## src/rtl/trpd_pkg.sv

```systemverilog
// package of constants and types for the test/reset pin and defaults block
package trpd_pkg;
	// register offsets
	localparam logic [7:0] CAL_CTRL_ADDR   = 8'h08;
	localparam logic [7:0] ANA_CAL_ADDR    = 8'h12;
	// field positions
	localparam int FT_BIT                  = 6;
	// power-on values
	localparam logic [7:0] CAL_CTRL_RESET  = 8'h00;
	localparam logic [7:0] ANA_CAL_RESET   = 8'h00;
	// timing
	localparam int CORE_CLK_HZ             = 250_000_000;
	localparam int TEST_TONE_HZ            = 512;
	localparam int TRIM_WAIT_MS            = 8;
	localparam int TRIM_WAIT_CYC           = CORE_CLK_HZ / 1000 * TRIM_WAIT_MS;
	// power-up kind
	localparam logic PWR_INITIAL           = 1'b0;

	// bits that carry power-on defaults
	typedef struct packed {
		logic       halt_flag;
		logic       osc_fail_flag;
		logic       timer_run_enable;
		logic       timer_irq_pulse_mode;
		logic       timer_irq_enable;
		logic       timer_clock_sel_hi;
		logic       timer_clock_sel_lo;
		logic       rate_sel_lsb;
		logic [2:0] rate_sel_upper;
		logic       factory_trim_sel;
		logic       alarm_two_irq_enable;
		logic       alarm_two_enable;
		logic [4:0] alarm_one_repeat_bits;
		logic [4:0] alarm_two_repeat_bits;
	} trpd_ctrl_type;

	localparam trpd_ctrl_type CTRL_INITIAL = '{
		halt_flag: 1'b1, osc_fail_flag: 1'b1, timer_run_enable: 1'b0,
		timer_irq_pulse_mode: 1'b0, timer_irq_enable: 1'b0,
		timer_clock_sel_hi: 1'b1, timer_clock_sel_lo: 1'b1,
		rate_sel_lsb: 1'b1, rate_sel_upper: 3'h0, factory_trim_sel: 1'b0,
		alarm_two_irq_enable: 1'b0, alarm_two_enable: 1'b0,
		alarm_one_repeat_bits: 5'h00, alarm_two_repeat_bits: 5'h00};

	// register access request, write or read
	typedef struct packed {
		logic       wr;
		logic       rd;
		logic [7:0] addr;
		logic [7:0] wdata;
	} trpd_req_type;

	typedef enum logic [1:0] {
		TRIM_IDLE = 2'b00,
		TRIM_COPY = 2'b01,
		TRIM_DONE = 2'b10
	} trpd_trim_state_type;
endpackage : trpd_pkg

```

## src/rtl/trpd_top.sv

```systemverilog
// shared test/reset pin, power-on defaults and factory trim load
`timescale 1ns/100ps
`default_nettype none

module trpd_top
	import trpd_pkg::*;
#(
	parameter int TRIM_WAIT = TRIM_WAIT_CYC
) (
	// clock and reset
	input  wire  logic          I_CORE_CLK,
	input  wire  logic          I_RSTN,
	// power status
	input  wire  logic          i_supply_good,
	input  wire  logic          i_backed_powerup,
	input  wire  logic          i_osc_32k,
	// register port from serial bus decoder
	input  wire  trpd_req_type  i_req,
	input  wire  logic [7:0]    i_ctrl_wdata_mask,
	input  wire  trpd_ctrl_type i_ctrl_wr,
	input  wire  logic          i_ctrl_we,
	input  wire  logic [7:0]    i_otp_trim,
	output var   logic [7:0]    o_rdata,
	output var   trpd_ctrl_type o_ctrl,
	output var   logic          o_trim_ready,
	// shared test/reset pin, open drain
	output var   logic          o_shared_test_reset_pin,
	output var   logic          o_shared_test_reset_pin_oe
);
	// ----------------------------------------------------------------
	// input synchronisers
	// ----------------------------------------------------------------
	logic [2:0] sg_sync;
	logic [2:0] osc_sync;
	logic       supply_ok;
	logic       osc_lvl;
	logic       osc_q;

	// three stages; a change counts once stages two and three agree
	always_ff @(posedge I_CORE_CLK or negedge I_RSTN) begin
		if (!I_RSTN) begin
			sg_sync  <= 3'h0;
			osc_sync <= 3'h0;
		end else begin
			sg_sync  <= {sg_sync[1:0], i_supply_good};
			osc_sync <= {osc_sync[1:0], i_osc_32k};
		end
	end

	// filtered levels; supply starts out failed
	always_ff @(posedge I_CORE_CLK or negedge I_RSTN) begin
		if (!I_RSTN) begin
			supply_ok <= 1'b0;
			osc_lvl   <= 1'b0;
			osc_q     <= 1'b0;
		end else begin
			if (sg_sync[1] == sg_sync[2])
				supply_ok <= sg_sync[2];
			if (osc_sync[1] == osc_sync[2])
				osc_lvl <= osc_sync[2];
			osc_q <= osc_lvl;
		end
	end

	// ----------------------------------------------------------------
	// 512 Hz tone: 32768 / 64, toggle every 32 oscillator rises
	// ----------------------------------------------------------------
	logic [4:0] tone_div;
	logic       tone;
	wire        osc_rise = osc_lvl & ~osc_q;

	always_ff @(posedge I_CORE_CLK or negedge I_RSTN) begin
		if (!I_RSTN) begin
			tone_div <= 5'h00;
			tone     <= 1'b0;
		end else if (osc_rise) begin
			tone_div <= tone_div + 5'h01;
			if (tone_div == 5'h1F)
				tone <= ~tone;
		end
	end

	// ----------------------------------------------------------------
	// control registers and power-up defaults
	// ----------------------------------------------------------------
	logic [7:0]    cal_ctrl;
	logic [7:0]    ana_cal;
	trpd_ctrl_type ctrl;
	logic          pwr_seen;
	logic          sup_q;

	wire wr_cal   = i_req.wr && (i_req.addr == CAL_CTRL_ADDR);
	wire wr_ana   = i_req.wr && (i_req.addr == ANA_CAL_ADDR);
	wire sup_rise = supply_ok & ~sup_q;

	trpd_trim_state_type trim_st;
	trpd_trim_state_type next_trim_st;
	logic [31:0]         trim_cnt;

	// calibration control: test bit cleared by supply fail and power-up
	always_ff @(posedge I_CORE_CLK or negedge I_RSTN) begin
		if (!I_RSTN) begin
			cal_ctrl <= CAL_CTRL_RESET;
			sup_q    <= 1'b0;
		end else begin
			sup_q <= supply_ok;
			if (!supply_ok)
				cal_ctrl[FT_BIT] <= 1'b0;
			else if (wr_cal)
				cal_ctrl <= i_req.wdata;
		end
	end

	// default bits; non-listed bits are untouched here
	always_ff @(posedge I_CORE_CLK or negedge I_RSTN) begin
		if (!I_RSTN) begin
			ctrl     <= CTRL_INITIAL;
			pwr_seen <= 1'b0;
		end else if (sup_rise) begin
			pwr_seen <= 1'b1;
			if (!pwr_seen && i_backed_powerup == PWR_INITIAL)
				ctrl <= CTRL_INITIAL;
			else begin
				ctrl.halt_flag        <= 1'b1;
				ctrl.timer_run_enable <= 1'b0;
			end
		end else if (i_ctrl_we && supply_ok)
			ctrl <= i_ctrl_wr;
	end

	// analog calibration: writable only with trim select low
	always_ff @(posedge I_CORE_CLK or negedge I_RSTN) begin
		if (!I_RSTN)
			ana_cal <= ANA_CAL_RESET;
		else if (trim_st == TRIM_COPY && trim_cnt == 32'(TRIM_WAIT - 1))
			ana_cal <= i_otp_trim;
		else if (wr_ana && !ctrl.factory_trim_sel)
			ana_cal <= i_req.wdata;
	end

	// ----------------------------------------------------------------
	// trim transfer sequencer
	// ----------------------------------------------------------------
	always_comb begin
		next_trim_st = trim_st;
		case (trim_st)
			TRIM_IDLE: if (ctrl.factory_trim_sel) next_trim_st = TRIM_COPY;
			TRIM_COPY: begin
				if (!ctrl.factory_trim_sel)
					next_trim_st = TRIM_IDLE;
				else if (trim_cnt == 32'(TRIM_WAIT - 1))
					next_trim_st = TRIM_DONE;
			end
			TRIM_DONE: if (!ctrl.factory_trim_sel) next_trim_st = TRIM_IDLE;
			default:   next_trim_st = TRIM_IDLE;
		endcase
	end

	// the wait models the transfer the host must allow
	always_ff @(posedge I_CORE_CLK or negedge I_RSTN) begin
		if (!I_RSTN) begin
			trim_st  <= TRIM_IDLE;
			trim_cnt <= 32'h0;
		end else begin
			trim_st  <= next_trim_st;
			trim_cnt <= (trim_st == TRIM_COPY) ? trim_cnt + 32'h1 : 32'h0;
		end
	end

	// ----------------------------------------------------------------
	// outputs, all registered
	// ----------------------------------------------------------------
	wire [7:0] rd_mux = (i_req.addr == CAL_CTRL_ADDR) ? cal_ctrl :
	                    (i_req.addr == ANA_CAL_ADDR)  ? ana_cal  : 8'h00;
	wire pin_level    = !supply_ok ? 1'b0 :
	                    cal_ctrl[FT_BIT] ? tone :
	                    1'b1;

	always_ff @(posedge I_CORE_CLK or negedge I_RSTN) begin
		if (!I_RSTN) begin
			o_rdata                    <= 8'h00;
			o_ctrl                     <= CTRL_INITIAL;
			o_trim_ready               <= 1'b0;
			o_shared_test_reset_pin    <= 1'b0;
			o_shared_test_reset_pin_oe <= 1'b1;
		end else begin
			o_rdata                    <= i_req.rd ? rd_mux : 8'h00;
			o_ctrl                     <= ctrl;
			o_trim_ready               <= (trim_st == TRIM_DONE);
			o_shared_test_reset_pin    <= pin_level;
			o_shared_test_reset_pin_oe <= ~pin_level; // open drain
		end
	end
endmodule // trpd_top

`default_nettype wire

```

## config.mk

```make
export PLATFORM = sky130hd
export DESIGN_NAME = trpd_top
export DESIGN_NICKNAME = d
export VERILOG_FILES = /design/src/rtl/trpd_pkg.sv /design/src/rtl/trpd_top.sv
export SDC_FILE = /design/constraint.sdc
export NUM_CORES = 1
export LEC_CHECK = 0
export ABC_AREA = 1
export BUFFER_PORTS_ARGS = -buffer_cell sky130_fd_sc_hd__clkbuf_2
export CORE_UTILIZATION = 46
export DETAILED_ROUTE_END_ITERATION = 12
export GPL_ROUTABILITY_DRIVEN = 0
export PLACE_DENSITY_LB_ADDON = 0.08
export RECOVER_POWER = 25
export SLEW_MARGIN = 20
export SYNTH_ARGS = -nofsm -noshare
export SYNTH_HDL_FRONTEND = slang
export SYNTH_SLANG_ARGS = --single-unit
```

## constraint.sdc

```tcl
create_clock -name I_CORE_CLK -period 2.4 [get_ports I_CORE_CLK]
set_input_delay 0.36 -clock I_CORE_CLK [delete_from_list [all_inputs] [get_ports I_CORE_CLK]]
set_output_delay 0.36 -clock I_CORE_CLK [all_outputs]
set_load 0.005 [all_outputs]
```

==> impl_metrics.env <==
export IMPL_status="completed"
export IMPL_first_global_vias=4612
export IMPL_drv_slew=0
export IMPL_hold_class="in -> reg"
export IMPL_tightest_slew_ns=1.420
export IMPL_ys_top_cells_by_count="nand2_1, dfrtp_1, nor2_1"
export IMPL_cts_buffers_inserted=17
export IMPL_syn_area_mm2=0.005883
export IMPL_grt_pass1_wl_um=21650
export IMPL_yosysSeqAreaShare_pct=53.83
export IMPL_synth_edf_count=0
export IMPL_netlist_area_leader_share_pct=48.92
export IMPL_num_vias=4738
export IMPL_synthArstFlopShare_pct=100.0
export IMPL_wirelength_um=12990
export IMPL_powerDensity_mw_per_mm2=834.0
export IMPL_port_buffers=90
export IMPL_cts_path_max_buffers=2
export IMPL_rr_worst_depth=8
export IMPL_syn_to_final_growth_pct=20.82
export IMPL_hp_start="i_supply_good"
export IMPL_drc=0
export IMPL_die_h_um=115.1
export IMPL_cts_tree="built"
export IMPL_period_minus_slack_ns=1.778
export IMPL_synth_top_area_cell="dfrtp_1"
export IMPL_cts_root_buf="clkbuf_16"
export IMPL_synth_seq_cells=126
export IMPL_finalCritPeriodShare_pct=74.09
export IMPL_synth_cell_types=36
export IMPL_syn_area_per_cell_um2=8.601
export IMPL_wl_per_cell_um=13.43
export IMPL_die_area_mm2=0.01325
export IMPL_rsz0062_at_grt="no"
export IMPL_hold_end="sg_sync[0]"
export IMPL_pwr_share_clk_pct=43.7
export IMPL_p_switching_mw=1.485
export IMPL_setup_worst_path_start_class="register"
export IMPL_vdd_drop_max_v=0.0004636
export IMPL_setup_viol=0
export IMPL_initial_core_util_pct=47.98
export IMPL_timing_rr_start="trim_cnt[0]"
export IMPL_p_seq_share_pct=44.0
export IMPL_hold_buffers=0
export IMPL_clock_skew_ns=0.006110
export IMPL_antenna_left=0
export IMPL_min_path_cells=1
export IMPL_critical_path_arrival_ns=2.07
export IMPL_post_cts_setup_buffers=0
export IMPL_slew_headroom_pct=5.322
export IMPL_drive_above_1_share_pct=23.65
export IMPL_worstReg2RegEnd="ana_cal[3]"
export IMPL_grt_max_degree=54
export IMPL_dp_hpwl_um=9439
export IMPL_worstSetupPathType="reg -> reg"
export IMPL_rows=40
export IMPL_synth_fp_nets=751
export IMPL_drv_cap=0
export IMPL_antenna_found_initial=0
export IMPL_utilization_pct=57.97
export IMPL_io_pins=99
export IMPL_p_leak_nw=3.342
export IMPL_drt_iter0_drc=308
export IMPL_switching_share_pct=25.06
export IMPL_fin_tns_setup_ns=0
export IMPL_clock_latency_ns=0.42
export IMPL_clk_pin_slew_ns=0.06
export IMPL_yosysWarnings=0
export IMPL_ys_top_cells_by_area="dfrtp_1, nand2_1, nor2_1, inv_1, dfstp_2"
export IMPL_n_antenna_cell=0
export IMPL_power_internal_mw=4.443
export IMPL_end_kind="register"
export IMPL_max_freq_mhz=562.4
export IMPL_cp_required_ns=2.69
export IMPL_syn_inst=684
export IMPL_cts_sinks=126
export IMPL_comb_power_share_pct=12.3
export IMPL_hold_viol=0
export IMPL_grt_ovfl_total=0
export IMPL_num_nets_final=853
export IMPL_dr_pass1_iters=5
export IMPL_core_region_area_mm2=0.01226
export IMPL_ctsResizeCount=0
export IMPL_synth_most_common_cell="nand2_1"
export IMPL_viasPerCell=4.900
export IMPL_htree_num_levels=4
export IMPL_reg2reg_slack_ns=0.62
export IMPL_cp_max_fo=8
export IMPL_grt_usage_pct=21.47
export IMPL_synthFlopType="dfrtp_1"
export IMPL_die_x_um=115.1
-- power by group through the flow --
| stage | combinational [mW] | sequential, mW | clock [mW] |
|---|---|---|---|
| after global routing | 0.834 | 2.64 | 2.73 |
| after CTS | 0.747 | 2.61 | 2.64 |
| after floorplan | 0.436 | 2.63 | 0 |
| after global placement | 0.722 | 2.63 | 0 |
| after detailed placement | 0.742 | 2.65 | 0 |
| final | 0.728 | 2.61 | 2.59 |
-- stage by stage --
step	total power, mW	cells	setup slack (ns)	instance area [um2]	hold WS, ns
after floorplan	3.066	684	0.9636	5883	0.06441
after global placement	3.352	935	0.6858	6511	0.3429
after detailed placement	3.392	935	0.6342	6511	0.3410
after CTS	6.007	967	0.6072	7111	0.02093
after global routing	6.209	967	0.4169	7108	0.04727
final	5.928	967	0.6218	7108	0.05479
-- layout by cell type (no fill, tap or decap), types with 3 or more instances in the layout --
cell         n
o21ai_1      9
dfstp_2      9
dfrtp_1    115
buf_4        5
o21ai_2     18
ha_1         3
nand2_1    155
xnor2_1      3
clkinv_2     5
nor3_1      13
nor2_1     109
a21oi_1     23
buf_12       3
xor2_1       9
inv_2        4
inv_1       87
clkbuf_16   17
nand4_1     11
bufinv_16    3
o21ai_0     15
nand3_1     45
clkbuf_2    90
nand3_2     20
-- area by class of cell --
| cell class | instances | area (um2) |
|---|---|---|
| fillers | 1161 | 5154 |
| flip-flops and latches | 126 | 3167 |
| multi-input cells | 451 | 2238 |
| repair buffers | 98 | 548.0 |
| clock buffers | 21 | 460.4 |
| inverters | 92 | 345.3 |
| well taps | 168 | 210.2 |
| clock inverters | 11 | 138.9 |
-- critical path, stage by stage (launching register included) --
cell	delay [ns]
dfrtp_1	0.39
ha_1	0.24
nand3_2	0.18
inv_2	0.16
nand2_1	0.07
nor2_1	0.11
nand3_1	0.26
nand3_1	0.16
nand3_1	0.08
-- worst max-delay path by stage --
stage	start	to	slack [ns]
after detailed placement	trim_cnt[0]	ana_cal[3]	0.63
after CTS	trim_cnt[0]	ana_cal[3]	0.61
final	trim_cnt[0]	ana_cal[3]	0.62
after floorplan	trim_cnt[0]	ana_cal[2]	0.96
after global placement	trim_cnt[0]	ana_cal[2]	0.69
after global routing	trim_cnt[0]	ana_cal[7]	0.42
-- per-layer routing --
layer  up-vias  share of wire [%]  global-route usage, %
li1       2363                  -                      -
met1      2220                 46                  28.15
met2       132                 48                  33.98
met3        23                5.1                  5.904
met4         0                1.5                  8.398
met5         -                  0                      0
-- kinds of logic after synthesis --
kind of cell | Yosys count | share of synthesized area (%)
AND/OR/NAND/NOR | 366 | 28.14
buffers and inverters | 107 | 8.124
flip-flops | 126 | 53.83
adder cells (fa/ha/maj) | 5 | 0.9784
XOR/XNOR | 12 | 1.787
AO/OA/AOI/OAI | 68 | 7.146
-- flip-flops by register name (all words and copies together), names as in the netlist, 2 cells and up --
| signal | cells |
|---|---|
| trim_cnt | 32 |
| cal_ctrl | 8 |
| o_ctrl | 24 |
| ctrl | 24 |
| tone_div | 5 |
| sg_sync | 3 |
| osc_sync | 3 |
| o_rdata | 8 |
| ana_cal | 8 |
| trim_st | 2 |
No activity file was read; power rests on OpenSTA's default activity.
